<file path="config.mk">
export PLATFORM = sky130hd
export DESIGN_NAME = gpcfg_top
export DESIGN_NICKNAME = d
export VERILOG_FILES = /design/src/hw/gpcfg_pkg.sv /design/src/hw/gpcfg_top.sv /design/src/hw/gpcfg_sync.sv /design/src/hw/gpcfg_debounce.sv
export VERILOG_INCLUDE_DIRS = /design/src /design/src/hw
export SDC_FILE = /design/constraint.sdc
export NUM_CORES = 1
export LEC_CHECK = 0
export BUFFER_PORTS_ARGS = -buffer_cell sky130_fd_sc_hd__buf_2
export CAP_MARGIN = 20
export CORE_UTILIZATION = 45
export DETAILED_ROUTE_END_ITERATION = 10
export PLACE_DENSITY_LB_ADDON = 0.08
export SYNTH_ARGS = -nofsm -noshare
export SYNTH_HDL_FRONTEND = slang
export SYNTH_HIERARCHICAL = 1
export SYNTH_SLANG_ARGS = --single-unit
export TNS_END_PERCENT = 50
</file>
<file path="constraint.sdc">
create_clock -name I_CLOCK -period 4.6 [get_ports I_CLOCK]
set_input_delay 1.38 -clock I_CLOCK [delete_from_list [all_inputs] [get_ports I_CLOCK]]
set_output_delay 1.38 -clock I_CLOCK [all_outputs]
set_load 0.01 [all_outputs]
</file>
<file path="src/hw/gpcfg_params.svh">
// Offsets, field positions, reset values and counts of the pin six to thirteen configuration.
`ifndef GPCFG_PARAMS_SVH
`define GPCFG_PARAMS_SVH

// Register indices; the APB byte address is four times the index.
`define GPCFG_IDX_CFG_6_7    6'h18
`define GPCFG_IDX_CFG_8_9    6'h19
`define GPCFG_IDX_CFG_10_11  6'h1a
`define GPCFG_IDX_CFG_12_13  6'h1b
`define GPCFG_IDX_MODE_0_7   6'h1d
`define GPCFG_IDX_MODE_8_15  6'h1e
`define GPCFG_IDX_WAKE_STAT  6'h20
`define GPCFG_IDX_WAKE_MASK  6'h21
`define GPCFG_IDX_PIN_STATE  6'h22

// Field positions inside one pin nibble, and nibble width.
`define GPCFG_FUNC_POS       3'h0
`define GPCFG_TYPE_POS       3'h2
`define GPCFG_WEN_POS        3'h3
`define GPCFG_NIBBLE_W       3'h4

// Mode bit positions: pins six and seven, and pins eight to thirteen.
`define GPCFG_MODE_LO_POS    3'h6
`define GPCFG_MODE_HI_POS    3'h0

// Reset values.
`define GPCFG_CFG_RST        8'h99
`define GPCFG_MODE_RST       8'h00
`define GPCFG_MASK_RST       8'h00
// Edge history starts at the active levels that reset presents, so no false wake edge follows.
`define GPCFG_PREV_ACT_RST   8'hff

// Debounce settling time in clock cycles.
`define GPCFG_DB_CYCLES      16'h00c8

`endif

</file>
<file path="src/hw/gpcfg_pkg.sv">
// Types shared by the pin configuration block.
`default_nettype none
package gpcfg_pkg;

  // Two-bit pin function field.
  typedef enum logic [1:0] {
    FUNC_SPECIAL = 2'h0,
    FUNC_INPUT   = 2'h1,
    FUNC_ALT_OUT = 2'h2,
    FUNC_MODE_PP = 2'h3
  } gpcfg_func_t;

  // APB request as seen by the slave.
  typedef struct packed {
    logic        sel;
    logic        enable;
    logic        write;
    logic [7:0]  addr;
    logic [31:0] wdata;
    logic [3:0]  strb;
  } gpcfg_apb_req_t;

  // Whole state of the top module.
  typedef struct packed {
    logic [3:0][7:0] cfg;
    logic [7:0]      mode;
    logic [7:0]      wake_stat;
    logic [7:0]      wake_mask;
    logic [7:0]      prev_act;
    logic [7:0]      pin_out;
    logic [7:0]      pin_oe;
    logic [7:0]      rail_sel;
    logic            pwr_req;
    logic            pwr2_req;
    logic            sys_req;
    logic            peri_sense;
    logic            irq;
    logic [31:0]     prdata;
    logic            pready;
    logic            pslverr;
  } gpcfg_state_t;

endpackage
`default_nettype wire

</file>
<file path="src/hw/gpcfg_top.sv">
// Configuration, decode and wake logic of general-purpose pins six to thirteen.
`timescale 1ns/100ps
`default_nettype none
`include "gpcfg_params.svh"
module gpcfg_top #(
  parameter logic [15:0] DB_CYCLES = `GPCFG_DB_CYCLES
) (
  // Clock, reset and clock enable
  input  wire logic        I_CLOCK,
  input  wire logic        I_RESET_N,
  input  wire logic        I_CLK_EN,
  // APB slave
  input  wire logic        I_PSEL,
  input  wire logic        I_PENABLE,
  input  wire logic        I_PWRITE,
  input  wire logic [7:0]  I_PADDR,
  input  wire logic [31:0] I_PWDATA,
  input  wire logic [3:0]  I_PSTRB,
  output logic      [31:0] O_PRDATA,
  output logic             O_PREADY,
  output logic             O_PSLVERR,
  // Pins six to thirteen, bit 0 is pin six
  input  wire logic [7:0]  I_PIN_IN,
  output logic      [7:0]  O_PIN_OUT,
  output logic      [7:0]  O_PIN_OE,
  output logic      [7:0]  O_PIN_RAIL_SEL,
  // On-chip sources for the alternate and special output functions
  input  wire logic [7:0]  I_SEQ_CTRL,
  input  wire logic        I_WAKE_READY_FEEDBACK,
  input  wire logic        I_SUPPLY_FAULT,
  input  wire logic        I_VSYS_MONITOR,
  input  wire logic        I_BLINK,
  // Requests, sense and interrupt
  output logic             O_POWER_REQUEST,
  output logic             O_SECOND_POWER_REQUEST,
  output logic             O_SYSTEM_REQUEST,
  output logic             O_PERIPHERAL_SWITCH_SENSE,
  output logic             O_IRQ
);

  localparam gpcfg_pkg::gpcfg_state_t ST_RST = '{
    cfg:       {4{`GPCFG_CFG_RST}},
    mode:      `GPCFG_MODE_RST,
    wake_mask: `GPCFG_MASK_RST,
    prev_act:  `GPCFG_PREV_ACT_RST,
    default:   '0
  };

  gpcfg_pkg::gpcfg_state_t   st_reg;
  gpcfg_pkg::gpcfg_state_t   st_next;
  gpcfg_pkg::gpcfg_apb_req_t req;
  logic [7:0]      pin_sync;
  logic [7:0]      pin_filt;
  logic [7:0]      db_en;
  logic [7:0]      act_v;
  logic [7:0]      in_v;
  logic [7:0]      wen_v;
  logic [7:0]      typ_v;
  logic [7:0]      mode_v;
  logic [7:0][1:0] func_v;
  logic [7:0]      wake_set;
  logic [7:0]      wake_clr;
  logic [7:0]      rd_byte;
  logic [5:0]      idx;
  logic            hit;
  logic            setup;
  logic            wr_acc;

  assign req    = {I_PSEL, I_PENABLE, I_PWRITE, I_PADDR, I_PWDATA, I_PSTRB};
  assign idx    = req.addr[7:2];
  assign mode_v = st_reg.mode;

  // --------------------------------------------------------------------------
  // Pin input path
  // --------------------------------------------------------------------------
  gpcfg_sync #(
    .W (8)
  ) u_sync (
    .i_clk    (I_CLOCK),
    .i_rst_n  (I_RESET_N),
    .i_clk_en (I_CLK_EN),
    .i_async  (I_PIN_IN),
    .o_sync   (pin_sync)
  );

  for (genvar p = 0; p < 8; p++) begin : g_pin
    assign func_v[p] = st_reg.cfg[p/2][(p%2)*`GPCFG_NIBBLE_W + `GPCFG_FUNC_POS +: 2];
    assign typ_v[p]  = st_reg.cfg[p/2][(p%2)*`GPCFG_NIBBLE_W + `GPCFG_TYPE_POS];
    assign wen_v[p]  = st_reg.cfg[p/2][(p%2)*`GPCFG_NIBBLE_W + `GPCFG_WEN_POS];
    // Polarity after the debounce filter, so every later stage sees an active-high request.
    assign act_v[p]  = typ_v[p] ? pin_filt[p] : ~pin_filt[p];

    gpcfg_debounce #(
      .CNT_W     (16),
      .DB_CYCLES (DB_CYCLES)
    ) u_db (
      .i_clk    (I_CLOCK),
      .i_rst_n  (I_RESET_N),
      .i_clk_en (I_CLK_EN),
      .i_en     (db_en[p]),
      .i_level  (pin_sync[p]),
      .o_level  (pin_filt[p])
    );
  end

  // --------------------------------------------------------------------------
  // Next state
  // --------------------------------------------------------------------------
  always_comb begin
    logic lvl;
    logic drive;
    logic od;
    lvl      = 1'b0;
    drive    = 1'b0;
    od       = 1'b0;
    st_next  = st_reg;
    in_v     = '0;
    db_en    = '0;
    wake_set = '0;
    wake_clr = '0;
    rd_byte  = '0;
    hit      = (req.addr[1:0] == 2'h0);

    case (idx)
      `GPCFG_IDX_CFG_6_7:   rd_byte = st_reg.cfg[0];
      `GPCFG_IDX_CFG_8_9:   rd_byte = st_reg.cfg[1];
      `GPCFG_IDX_CFG_10_11: rd_byte = st_reg.cfg[2];
      `GPCFG_IDX_CFG_12_13: rd_byte = st_reg.cfg[3];
      `GPCFG_IDX_MODE_0_7:  rd_byte = {st_reg.mode[1:0], 6'h00};
      `GPCFG_IDX_MODE_8_15: rd_byte = {2'h0, st_reg.mode[7:2]};
      `GPCFG_IDX_WAKE_STAT: rd_byte = st_reg.wake_stat;
      `GPCFG_IDX_WAKE_MASK: rd_byte = st_reg.wake_mask;
      `GPCFG_IDX_PIN_STATE: rd_byte = act_v;
      default:              hit = 1'b0;
    endcase

    // Zero-wait slave: the answer is prepared in setup and shown in access.
    setup          = req.sel & ~req.enable;
    wr_acc         = req.sel & req.enable & st_reg.pready & req.write & hit;
    st_next.pready = setup;
    st_next.prdata = (setup && !req.write && hit) ? {24'h000000, rd_byte} : 32'h00000000;
    st_next.pslverr = setup & ~hit;

    if (wr_acc && req.strb[0]) begin
      case (idx)
        `GPCFG_IDX_CFG_6_7:   st_next.cfg[0] = req.wdata[7:0];
        `GPCFG_IDX_CFG_8_9:   st_next.cfg[1] = req.wdata[7:0];
        `GPCFG_IDX_CFG_10_11: st_next.cfg[2] = req.wdata[7:0];
        `GPCFG_IDX_CFG_12_13: st_next.cfg[3] = req.wdata[7:0];
        `GPCFG_IDX_MODE_0_7:  st_next.mode[1:0] = req.wdata[`GPCFG_MODE_LO_POS +: 2];
        `GPCFG_IDX_MODE_8_15: st_next.mode[7:2] = req.wdata[`GPCFG_MODE_HI_POS +: 6];
        `GPCFG_IDX_WAKE_STAT: wake_clr = req.wdata[7:0];
        `GPCFG_IDX_WAKE_MASK: st_next.wake_mask = req.wdata[7:0];
        default:              wake_clr = '0;
      endcase
    end

    for (int p = 0; p < 8; p++) begin
      lvl   = 1'b0;
      drive = 1'b0;
      od    = 1'b0;
      case (gpcfg_pkg::gpcfg_func_t'(func_v[p]))
        gpcfg_pkg::FUNC_MODE_PP: begin
          drive = 1'b1;
          lvl   = mode_v[p];
        end
        gpcfg_pkg::FUNC_INPUT: begin
          in_v[p] = 1'b1;
        end
        gpcfg_pkg::FUNC_ALT_OUT: begin
          case (p)
            0, 4: begin
              od  = 1'b1;
              lvl = mode_v[p];
            end
            6: begin
              drive = 1'b1;
              lvl   = mode_v[p] ~^ I_VSYS_MONITOR;
            end
            7: begin
              od  = 1'b1;
              lvl = mode_v[p] ~^ I_WAKE_READY_FEEDBACK;
            end
            default: begin
              drive = 1'b1;
              lvl   = mode_v[p] ~^ I_SEQ_CTRL[p];
            end
          endcase
        end
        default: begin
          case (p)
            0, 2, 3, 4: in_v[p] = 1'b1;
            5: begin
              od  = 1'b1;
              lvl = mode_v[p] ^ I_BLINK;
            end
            6: begin
              drive = 1'b1;
              lvl   = mode_v[p] ~^ I_SUPPLY_FAULT;
            end
            7: begin
              drive = 1'b1;
              lvl   = mode_v[p] ~^ I_WAKE_READY_FEEDBACK;
            end
            default: in_v[p] = 1'b0;
          endcase
        end
      endcase
      // An open-drain pin only ever pulls low; a high level releases it.
      st_next.pin_out[p] = od ? 1'b0 : lvl;
      st_next.pin_oe[p]  = od ? ~lvl : drive;
      db_en[p]           = in_v[p] & mode_v[p];
      wake_set[p] = in_v[p] & act_v[p] & ~st_reg.prev_act[p] & ~wen_v[p];
    end

    st_next.prev_act   = act_v;
    st_next.rail_sel   = typ_v;
    st_next.peri_sense = (func_v[0] == gpcfg_pkg::FUNC_SPECIAL) & act_v[0];
    st_next.sys_req    = (func_v[2] == gpcfg_pkg::FUNC_SPECIAL) & act_v[2];
    st_next.pwr_req    = (func_v[3] == gpcfg_pkg::FUNC_SPECIAL) & act_v[3];
    st_next.pwr2_req   = (func_v[4] == gpcfg_pkg::FUNC_SPECIAL) & act_v[4];
    // A wake edge in the cycle of its clear keeps the bit set.
    st_next.wake_stat  = (st_reg.wake_stat & ~wake_clr) | wake_set;
    st_next.irq        = |(st_next.wake_stat & st_next.wake_mask);

    if (!I_CLK_EN) begin
      st_next = st_reg;
    end
  end

  always_ff @(posedge I_CLOCK or negedge I_RESET_N) begin
    if (!I_RESET_N) begin
      st_reg <= ST_RST;
    end else begin
      st_reg <= st_next;
    end
  end

  // --------------------------------------------------------------------------
  // Outputs
  // --------------------------------------------------------------------------
  assign O_PRDATA                  = st_reg.prdata;
  assign O_PREADY                  = st_reg.pready;
  assign O_PSLVERR                 = st_reg.pslverr;
  assign O_PIN_OUT                 = st_reg.pin_out;
  assign O_PIN_OE                  = st_reg.pin_oe;
  assign O_PIN_RAIL_SEL            = st_reg.rail_sel;
  assign O_POWER_REQUEST           = st_reg.pwr_req;
  assign O_SECOND_POWER_REQUEST    = st_reg.pwr2_req;
  assign O_SYSTEM_REQUEST          = st_reg.sys_req;
  assign O_PERIPHERAL_SWITCH_SENSE = st_reg.peri_sense;
  assign O_IRQ                     = st_reg.irq;
endmodule // gpcfg_top
`default_nettype wire

</file>
<file path="src/hw/gpcfg_sync.sv">
// Two-flop synchroniser for pin levels.
`timescale 1ns/100ps
`default_nettype none
module gpcfg_sync #(
  parameter int W = 8
) (
  // Clock, reset and enable
  input  wire logic         i_clk,
  input  wire logic         i_rst_n,
  input  wire logic         i_clk_en,
  // Levels
  input  wire logic [W-1:0] i_async,
  output logic      [W-1:0] o_sync
);

  typedef struct packed {
    logic [W-1:0] stage1;
    logic [W-1:0] stage2;
  } gpcfg_sync_state_t;

  gpcfg_sync_state_t st_reg;
  gpcfg_sync_state_t st_next;

  always_comb begin
    st_next = st_reg;
    if (i_clk_en) begin
      st_next.stage1 = i_async;
      st_next.stage2 = st_reg.stage1;
    end
  end

  always_ff @(posedge i_clk or negedge i_rst_n) begin
    if (!i_rst_n) begin
      st_reg <= '0;
    end else begin
      st_reg <= st_next;
    end
  end

  assign o_sync = st_reg.stage2;

endmodule // gpcfg_sync
`default_nettype wire

</file>
<file path="src/hw/gpcfg_debounce.sv">
// Optional debounce filter for one synchronised pin level.
`timescale 1ns/100ps
`default_nettype none
`include "gpcfg_params.svh"
module gpcfg_debounce #(
  parameter int              CNT_W     = 16,
  parameter logic [CNT_W-1:0] DB_CYCLES = `GPCFG_DB_CYCLES
) (
  // Clock, reset and enable
  input  wire logic i_clk,
  input  wire logic i_rst_n,
  input  wire logic i_clk_en,
  // Filter
  input  wire logic i_en,
  input  wire logic i_level,
  output logic      o_level
);

  typedef struct packed {
    logic             level;
    logic [CNT_W-1:0] cnt;
  } gpcfg_db_state_t;

  gpcfg_db_state_t st_reg;
  gpcfg_db_state_t st_next;

  // With filtering off the level passes with one cycle of latency.
  always_comb begin
    st_next = st_reg;
    if (!i_en || (i_level == st_reg.level)) begin
      st_next.level = i_level;
      st_next.cnt   = '0;
    end else if (st_reg.cnt >= DB_CYCLES - 1'b1) begin
      st_next.level = i_level;
      st_next.cnt   = '0;
    end else begin
      st_next.cnt = st_reg.cnt + 1'b1;
    end
    if (!i_clk_en) begin
      st_next = st_reg;
    end
  end

  always_ff @(posedge i_clk or negedge i_rst_n) begin
    if (!i_rst_n) begin
      st_reg <= '0;
    end else begin
      st_reg <= st_next;
    end
  end

  assign o_level = st_reg.level;

endmodule // gpcfg_debounce
`default_nettype wire

</file>
==> impl_metrics.json, run 1 <==
{
  "drcViolationCount": 0,
  "reg2reg_from": "func_v[14]$_DFFE_PN1P_",
  "drt_first_iter_violations": 700,
  "area_growth_pct": 9.65,
  "largest_reg_flops": 128,
  "grt_max_degree": 94,
  "finalCritPeriodShare": 0.655,
  "pre_cts_ws_ps": 1050,
  "post_cts_resized": 0,
  "synth_top_family_by_area": "compound AO/OA/AOI/OAI gates",
  "io_pins": 133,
  "dieArea_mm2": 0.0314,
  "avgSynthCellArea_um2": 11.1,
  "vias": 9621,
  "slew_headroom": 0.480,
  "maxSlewViolCount": 0,
  "synthFlopType": "dfrtp_1",
  "hold_class": "reg -> reg",
  "synthXorXnorAreaFrac": 0.0298,
  "fp-row-count": 63,
  "final_cell_mix": "dfrtp_1 (231), buf_2 (75), nand2_1 (71)",
  "clock_path_buffers": 3,
  "synthSimpleGateAreaFrac": 0.160,
  "io_buffers": 77,
  "grtUsageTotal": 0.206,
  "power_density_mw_per_mm2": 357,
  "hold_viol": 0,
  "instances_no_fill": 1695,
  "ant_nets": 0,
  "fin_util": 0.506,
  "synth_mux_area_frac": 0.0862,
  "synth-adder-area-share": 0.00724,
  "seqPwrFrac": 0.451,
  "outcome": "finished, final reports clean",
  "post-cts-setup-buffer-count": 0,
  "cts_tree": "yes",
  "fmax_ghz": 0.332,
  "antenna_found_initial": 1,
  "switching_share": 0.263,
  "syn_area_mm2": 0.0138,
  "initial_core_util": 0.462,
  "leakage_nw": 6.52,
  "setup_viol": 0,
  "dpl.hpwl_um": 21300,
  "ys_seq_area_frac": 0.464,
  "fin_ws_ps": 1590,
  "grt_pass1_wl_um": 51700,
  "intPower_w": 0.00399,
  "startpoint": "I_PADDR[7]",
  "gr-total-overflow": 0,
  "finClkSkew_ps": 22.1,
  "pwr-share-comb": 0.110,
  "synth_edf_count": 0,
  "switching_power_w": 0.00143,
  "fin_setup_tns_ps": 0,
  "worstHoldStart": "st_reg[66]$_DFFE_PN1P_",
  "core_region_area_mm2": 0.0300,
  "period_needed_ps": 3010,
  "die_w_um": 177,
  "yosys_warnings": 6,
  "avgRoutedWirePerCell_um": 18.6,
  "drv_cap": 0,
  "yosys_register_bits": 255,
  "synth_compound_area_frac": 0.179,
  "clockRootBuffer": "clkbuf_16",
  "rsz0062_at_grt": "false",
  "numCtsBuffers": 30,
  "layout_commonest_cell": "dfrtp_1",
  "clockPowerShare": 0.439,
  "total_power_w": 0.00542,
  "cp-end-kind": "flip-flop",
  "drt-total-wl_um": 31500,
  "dr.pass1.iters": 7,
  "path_clk_slew_ps": 60,
  "diodes": 0,
  "cts.sinks": 255,
  "worstPathMaxFanout": 8,
  "irDropWorstVdd_uv": 259,
  "worstMarginPinSlew_ps": 780,
  "grt_pass1_vias": 9490,
  "htree_num_levels": 1,
  "routed_via_density": 5.68,
  "nets": 1360,
  "synth.distinct_cells": 70,
  "clk_latency_ps": 560,
  "async_reset_ff_frac": 1.00,
  "worstPathArrival_ps": 3440,
  "holdBufCountCts": 0,
  "gp_congestion": 0.831,
  "cp.required_ps": 5030,
  "critPathLaunchType": "primary input",
  "drive_gt1_frac": 0.289,
  "crit_type": "in -> reg",
  "dp.cells": 1640,
  "syn_inst": 1243,
  "fp.dieH_um": 177
}
worst paths after layout:
kind / end / slack (ps) / depth (start not counted)
min: st_reg[66]$_DFFE_PN1P_ / 480 / 2
max in group asynchronous: u_sync/st_reg[8]$_DFFE_PN0P_ / 2920 / 2
max reg2reg: g_pin[7].u_db/o_level$_DFFE_PN0P_ / 2280 / 6
min in group asynchronous: g_pin[6].u_db/st_reg[1]$_DFFE_PN0P_ / 820 / 1
min reg2reg: st_reg[66]$_DFFE_PN1P_ / 480 / 2
max: st_reg[121]$_DFFE_PN0P_ / 1590 / 6
Yosys cell counts (all sizes together), types with 3 or more instances:
master | count | share of area
a21o | 8 | 0.0043
a21oi | 81 | 0.047
a22o | 11 | 0.0070
a22oi | 3 | 0.0016
a31o | 8 | 0.0051
a31oi | 33 | 0.015
a32o | 24 | 0.017
and3 | 25 | 0.012
buf | 94 | 0.053
clkbuf | 16 | 0.0051
dfrtp | 231 | 0.42
dfstp | 24 | 0.046
ha | 8 | 0.0072
inv | 53 | 0.014
mux2 | 76 | 0.065
mux2i | 14 | 0.010
mux4 | 7 | 0.011
nand2 | 72 | 0.020
nand2b | 5 | 0.0023
nand3 | 19 | 0.0069
nand4 | 32 | 0.028
nor2 | 65 | 0.018
nor2b | 22 | 0.010
nor3 | 58 | 0.022
nor3b | 3 | 0.0016
nor4 | 24 | 0.014
nor4b | 11 | 0.017
o211ai | 4 | 0.0022
o21a | 25 | 0.014
o21ai | 44 | 0.018
o22ai | 12 | 0.0054
o2bb2ai | 22 | 0.018
o31ai | 27 | 0.015
o32ai | 8 | 0.0051
o41ai | 5 | 0.0032
or2 | 8 | 0.0036
xnor2 | 30 | 0.019
xor2 | 17 | 0.011
area by class of cell:
class,count,area [um2]
inverter,54,203
fill,2784,14800
tap,390,488
multi-input combinational,847,6490
sequential,255,6410
clock buffer,46,922
timing repair buffer,94,569
clock inverter,9,73.8
per-stage QoR:
step | instance area [um2] | hold WS, ps
2_1_floorplan | 13900 | 452
3_3_place_gp | 14200 | 456
3_5_place_dp | 14200 | 470
4_1_cts | 15200 | 486
5_1_grt | 15200 | 500
6_report | 15200 | 481
logic make-up (layout without fill, tap and decap cells):
family                   count (synthesis)  count (layout)
XOR/XNOR                                47              47
AND/OR/NAND/NOR                        352             352
flip-flops                             255             255
AO/OA/AOI/OAI                          319             319
other                                    1              24
adder cells (fa/ha/maj)                  8               8
multiplexers                            97              97
buffers and inverters                  164             203
worst max-delay path: stages:
cell and delay (ps):
buf_2 100, and3b_1 350, and2b_1 430, nand4_4 190
nor2_2 590, mux2_2 400
metal layers:
layer	GRT usage	wire length [um]
met5	0	14
met3	0.0279	1270
met1	0.304	15600
met2	0.316	13900
met4	0.0559	810
power by group through the flow:
stage               clock network (W)  registers, W  logic, W
floorplan                           0       0.00246  0.000466
global placement                    0       0.00248  0.000601
detailed placement                  0       0.00248  0.000600
CTS                           0.00244       0.00244  0.000602
global route                  0.00254       0.00246  0.000659
finish                        0.00238       0.00244  0.000596
Power figures use the tool's default switching activity.
==> inputs of run 2 (changes only) <==
==> constraint.sdc (replaced) <==
create_clock -name I_CLOCK -period 2.5 [get_ports I_CLOCK]
set_input_delay 0.75 -clock I_CLOCK [delete_from_list [all_inputs] [get_ports I_CLOCK]]
set_output_delay 0.75 -clock I_CLOCK [all_outputs]
set_load 0.01 [all_outputs]
==> run 2 against run 1 <==
Worst hold slack lost 360 ps. Via count grew 2.3%. Sequential power grew 84%. Largest power group unchanged. Total power grew 80%.
==> impl_metrics.json, run 2 (synthesized netlist as in run 1, its figures left out) <==
{
  "vias": 9839,
  "grt_max_degree": 54,
  "cts_tree": "yes",
  "drive_gt1_frac": 0.308,
  "avgRoutedWirePerCell_um": 18.5,
  "diodes": 0,
  "cp-end-kind": "flip-flop",
  "ant_nets": 0,
  "routed_via_density": 5.68,
  "layout_commonest_cell": "dfrtp_1",
  "route.met3.wl_um": 1160,
  "final_cell_mix": "dfrtp_1 (231), buf_2 (75), nand2_1 (71)",
  "die_w_um": 177,
  "numCtsBuffers": 30,
  "hold_viol": 0,
  "nets": 1396,
  "grt_pass1_wl_um": 52200,
  "finalCritPeriodShare": 0.911,
  "drv_cap": 0,
  "io_buffers": 77,
  "hold_ws_ps": 126,
  "hold_class": "in -> async",
  "rsz0062_at_grt": "false",
  "highest_layer": "met5",
  "holdBufCountCts": 0,
  "fin_setup_tns_ps": 0,
  "dr.pass1.iters": 4,
  "worstMarginPinSlew_ps": 676,
  "power_density_mw_per_mm2": 634,
  "post-cts-setup-buffer-count": 0,
  "clk_latency_ps": 550,
  "cp.required_ps": 2930,
  "antenna_found_initial": 1,
  "grtUsageTotal": 0.208,
  "irDropWorstVdd_uv": 535,
  "gr-total-overflow": 0,
  "drt-total-wl_um": 32000,
  "met1_length_um": 15400,
  "fp.dieH_um": 177,
  "io_pins": 133,
  "cts.sinks": 255,
  "largest_reg_flops": 128,
  "drcViolationCount": 0,
  "grt_pass1_vias": 9553,
  "clockRootBuffer": "clkbuf_16",
  "post_cts_resized": 0,
  "worstPathArrival_ps": 2700,
  "critPathLaunchType": "flip-flop",
  "initial_core_util": 0.462,
  "leakage_nw": 6.69,
  "htree_num_levels": 1,
  "drt_first_iter_violations": 655,
  "path_clk_slew_ps": 60,
  "maxSlewViolCount": 0,
  "period_needed_ps": 2280,
  "clock_path_buffers": 3,
  "worstPathMaxFanout": 8,
  "fp-row-count": 63,
  "area_growth_pct": 11.5,
  "setup_viol": 0,
  "total_power_w": 0.00977,
  "dieArea_mm2": 0.0314,
  "finClkSkew_ps": 12.1,
  "gp_congestion": 0.859,
  "crit_type": "reg -> reg",
  "outcome": "finished, final reports clean",
  "core_region_area_mm2": 0.0300,
  "slew_headroom": 0.545,
  "fmax_ghz": 0.439,
  "met2_wirelength_um": 14800,
  "dpl.hpwl_um": 22600
}
## run 2: report_power, final
group          switching [W]  leakage, nW  internal, W  total (W)
Combinational       0.000717         2.87     0.000436    0.00115
Clock                0.00172        0.473      0.00241    0.00413
Sequential          0.000169         3.34      0.00433    0.00449
Total                0.00260         6.69      0.00717    0.00977
## run 2: worst paths after layout
| path | to | slack, ps | depth (start not counted) | from |
|---|---|---|---|---|
| worst max-delay path | g_pin[6].u_db/o_level$_DFFE_PN0P_ | 220 | 6 | func_v[12]$_DFFE_PN1P_ |
| worst max register to register | g_pin[6].u_db/o_level$_DFFE_PN0P_ | 220 | 6 | func_v[12]$_DFFE_PN1P_ |
| worst min register to register | O_PIN_OUT[6]$_DFFE_PN0P_ | 470 | 1 | O_PIN_OUT[6]$_DFFE_PN0P_ |
| min in group I_CLOCK | u_sync/st_reg[14]$_DFFE_PN0P_ | 420 | 2 | I_PIN_IN[6] |
| max in group asynchronous | st_reg[106]$_DFFE_PN1P_ | 1680 | 2 | I_RESET_N |
| worst min-delay path | g_pin[6].u_db/st_reg[12]$_DFFE_PN0P_ | 130 | 1 | I_RESET_N |
## run 2: layer usage
layer | vias to the layer above | GRT usage
met5 | - | 0
met4 | 2 | 0.0463
met3 | 44 | 0.0262
met2 | 192 | 0.332
met1 | 4918 | 0.301
li1 | 4683 | -
## run 2: metrics by stage
step / setup slack (ps) / util / std cells / cell area, um2
finish: 222 / 0.515 / 1732 / 15400
global route: 90.6 / 0.515 / 1732 / 15400
CTS: 155 / 0.515 / 1732 / 15400
detailed placement: -31.8 / 0.484 / 1676 / 14500
global placement: -25.8 / 0.484 / 1676 / 14500
floorplan: 154 / - / 1266 / 13900
## run 2: layout make-up
type	instances	area (um2)
inverter	54	203
clock inverter	13	67.6
tap	390	488
sequential	255	6410
multi-input combinational	847	6490
clock buffer	43	871
fill	2764	14500
timing repair buffer	130	890
## run 2: critical path, cell delays in order, from the launching register on
cell,delay [ps]
dfstp_2,520
nor2b_1,340
and2_1,200
nor4b_4,250
nand4_4,200
o21ai_2,280
mux2_2,370
==> inputs of run 3 (changes only) <==
--- a/config.mk
+++ b/config.mk
@@ -6,6 +6,7 @@
 export SDC_FILE = /design/constraint.sdc
 export NUM_CORES = 1
 export LEC_CHECK = 0
+export ABC_AREA = 1
 export BUFFER_PORTS_ARGS = -buffer_cell sky130_fd_sc_hd__buf_2
 export CAP_MARGIN = 20
 export CORE_UTILIZATION = 45
==> constraint.sdc (replaced) <==
create_clock -name I_CLOCK -period 2.8 [get_ports I_CLOCK]
set_input_delay 0.84 -clock I_CLOCK [delete_from_list [all_inputs] [get_ports I_CLOCK]]
set_output_delay 0.84 -clock I_CLOCK [all_outputs]
set_load 0.01 [all_outputs]
==> run 3 against run 2 <==
Total power is 15% lower. Via count rose by 2.3%. Flip-flop and latch count did not move. Clock skew about the same. First-iteration DRC count increased by 5.8%. Cell count grew 20%. Largest cell class is now registers.
==> impl_metrics.json, run 3 <==
{
  "switching_power_w": 0.00205,
  "drive_gt1_frac": 0.153,
  "synth_mux_area_frac": 0,
  "grt_pass1_vias": 9321,
  "layout_commonest_cell": "nand2_1",
  "final_cell_mix": "nand2_1 (427), nor2_1 (237), dfrtp_1 (231)",
  "io_buffers": 77,
  "setup_viol": 0,
  "post_cts_resized": 0,
  "cts.sinks": 255,
  "fin_util": 0.513,
  "clk_latency_ps": 550,
  "yosys_warnings": 6,
  "power_density_mw_per_mm2": 580,
  "pwr-share-comb": 0.074,
  "clockRootBuffer": "clkbuf_16",
  "drv_cap": 0,
  "period_needed_ps": 2120,
  "grt_pass1_wl_um": 49000,
  "largest_reg_flops": 128,
  "ys_top_cells_by_area": "dfrtp_1 (45%), nand2_1 (12%), nor2_1 (6.9%)",
  "total_power_w": 0.00833,
  "initial_core_util": 0.461,
  "vias": 10100,
  "cts_tree": "yes",
  "crit_type": "in -> reg",
  "nets": 1747,
  "cp.required_ps": 3230,
  "irDropWorstVdd_uv": 394,
  "cp-end-kind": "flip-flop",
  "synth_most_common_cell": "nand2_1",
  "grt_max_degree": 78,
  "clock_path_buffers": 3,
  "synth-adder-area-share": 0.00775,
  "drcViolationCount": 0,
  "critPathLaunchType": "primary input",
  "dieArea_mm2": 0.0294,
  "hold_class": "in -> async",
  "pre_cts_ws_ps": 220,
  "fmax_ghz": 0.472,
  "grtUsageTotal": 0.212,
  "holdBufCountCts": 0,
  "clockPowerShare": 0.459,
  "intPower_w": 0.00628,
  "numCtsBuffers": 28,
  "rsz0062_at_grt": "false",
  "io_pins": 133,
  "maxSlewViolCount": 0,
  "outcome": "finished, final reports clean",
  "synthFlopType": "dfrtp_1",
  "ys_seq_area_frac": 0.497,
  "gp_congestion": 0.929,
  "hold_viol": 0,
  "dpl.hpwl_um": 21300,
  "antenna_found_initial": 1,
  "synth_commonest_cells": "nand2_1 (427), nor2_1 (237), dfrtp_1 (231)",
  "htree_num_levels": 1,
  "avgRoutedWirePerCell_um": 14.5,
  "ff2ff_path_depth": 5,
  "syn_area_mm2": 0.0129,
  "drt_first_iter_violations": 693,
  "synth_top_family_by_area": "simple AND/OR/NAND/NOR gates",
  "synthXorXnorAreaFrac": 0.0231,
  "avgSynthCellArea_um2": 7.98,
  "synthSimpleGateAreaFrac": 0.285,
  "fp-row-count": 61,
  "area_growth_pct": 11.3,
  "async_reset_ff_frac": 1.00,
  "syn_inst": 1617,
  "synth_top_cell_area_share": 0.448,
  "fin_setup_tns_ps": 0,
  "slew_headroom": 0.599,
  "leakage_nw": 7.28,
  "synth.distinct_cells": 48,
  "yosys_register_bits": 255,
  "path_clk_slew_ps": 60,
  "finalCritPeriodShare": 0.756,
  "ant_nets": 0,
  "yosys.area.top_type": "dfrtp_1",
  "synth_edf_count": 0,
  "hold_ws_ps": 165,
  "routed_via_density": 4.86,
  "synth_compound_area_frac": 0.0702,
  "gr-total-overflow": 0,
  "finClkSkew_ps": 11.8,
  "die_w_um": 171,
  "dr.pass1.iters": 7,
  "core_region_area_mm2": 0.0280,
  "post-cts-setup-buffer-count": 0,
  "seqPwrFrac": 0.467,
  "switching_share": 0.246,
  "fp.dieH_um": 171,
  "fin_ws_ps": 683,
  "worstPathMaxFanout": 15,
  "worstPathArrival_ps": 2550,
  "worstMarginPinSlew_ps": 594,
  "drt-total-wl_um": 30000
}
==> run 3: cell type report <==
class / instances / area, um2
diodes: 1 / 2.50
clock buffers: 37 / 806
clock inverters: 15 / 160
fillers: 2752 / 13600
inverters: 220 / 833
multi-input cells: 1068 / 5080
flip-flops and latches: 255 / 6410
well taps: 378 / 473
repair buffers: 96 / 607
==> run 3: cells by family after synthesis <==
| logic type | Yosys count |
|---|---|
| adder cells (fa/ha/maj) | 8 |
| flip-flops | 255 |
| AO/OA/AOI/OAI | 153 |
| XOR/XNOR | 34 |
| other | 1 |
| buffers and inverters | 317 |
| AND/OR/NAND/NOR | 849 |
==> run 3: power groups by stage <==
| stage | Clock, W | Sequential (W) | Combinational (W) |
|---|---|---|---|
| 4_1_cts | 0.00393 | 0.00389 | 0.000628 |
| 3_3_place_gp | 0 | 0.00395 | 0.000620 |
| 5_1_grt | 0.00408 | 0.00390 | 0.000711 |
| 3_5_place_dp | 0 | 0.00395 | 0.000626 |
| 2_1_floorplan | 0 | 0.00393 | 0.000414 |
| 6_report | 0.00383 | 0.00389 | 0.000617 |
==> run 3: metrics by stage <==
stage               instance area, um2  instances
floorplan                        13000       1640
detailed placement               13400       2017
finish                           14400       2070
global placement                 13400       2017
CTS                              14400       2069
global route                     14400       2070
==> run 3: critical path: stages <==
cell and delay (ps):
buf_2 110, inv_1 60, nand2_1 70, nor2_2 60, nand2_2 270, inv_1 130
nand2_1 70, o21ai_0 90, o41ai_1 610, buf_4 200, nand2_1 40
==> run 3: worst paths after layout <==
path                       slack, ps                             endpoint                              start
setup / recovery                 680              O_PRDATA[4]$_DFFE_PN0P_                         I_PADDR[6]
hold / removal                   160  g_pin[4].u_db/st_reg[7]$_DFFE_PN0P_                          I_RESET_N
setup reg to reg                1040              O_PRDATA[4]$_DFFE_PN0P_  g_pin[4].u_db/o_level$_DFFE_PN0P_
hold reg to reg                  470        O_PIN_RAIL_SEL[5]$_DFFE_PN0P_      O_PIN_RAIL_SEL[5]$_DFFE_PN0P_
max in group asynchronous       1810              st_reg[126]$_DFFE_PN1P_                          I_RESET_N
min in group I_CLOCK             470        O_PIN_RAIL_SEL[5]$_DFFE_PN0P_      O_PIN_RAIL_SEL[5]$_DFFE_PN0P_
==> run 3: per-layer routing <==
layer,track usage,routed length (um),up-vias,share of wire
met1,0.303,14200,4707,0.47
met3,0.0387,1590,51,0.053
met2,0.327,13400,223,0.45
met5,0,0,-,0
met4,0.0656,837,0,0.028
li1,-,-,5088,-
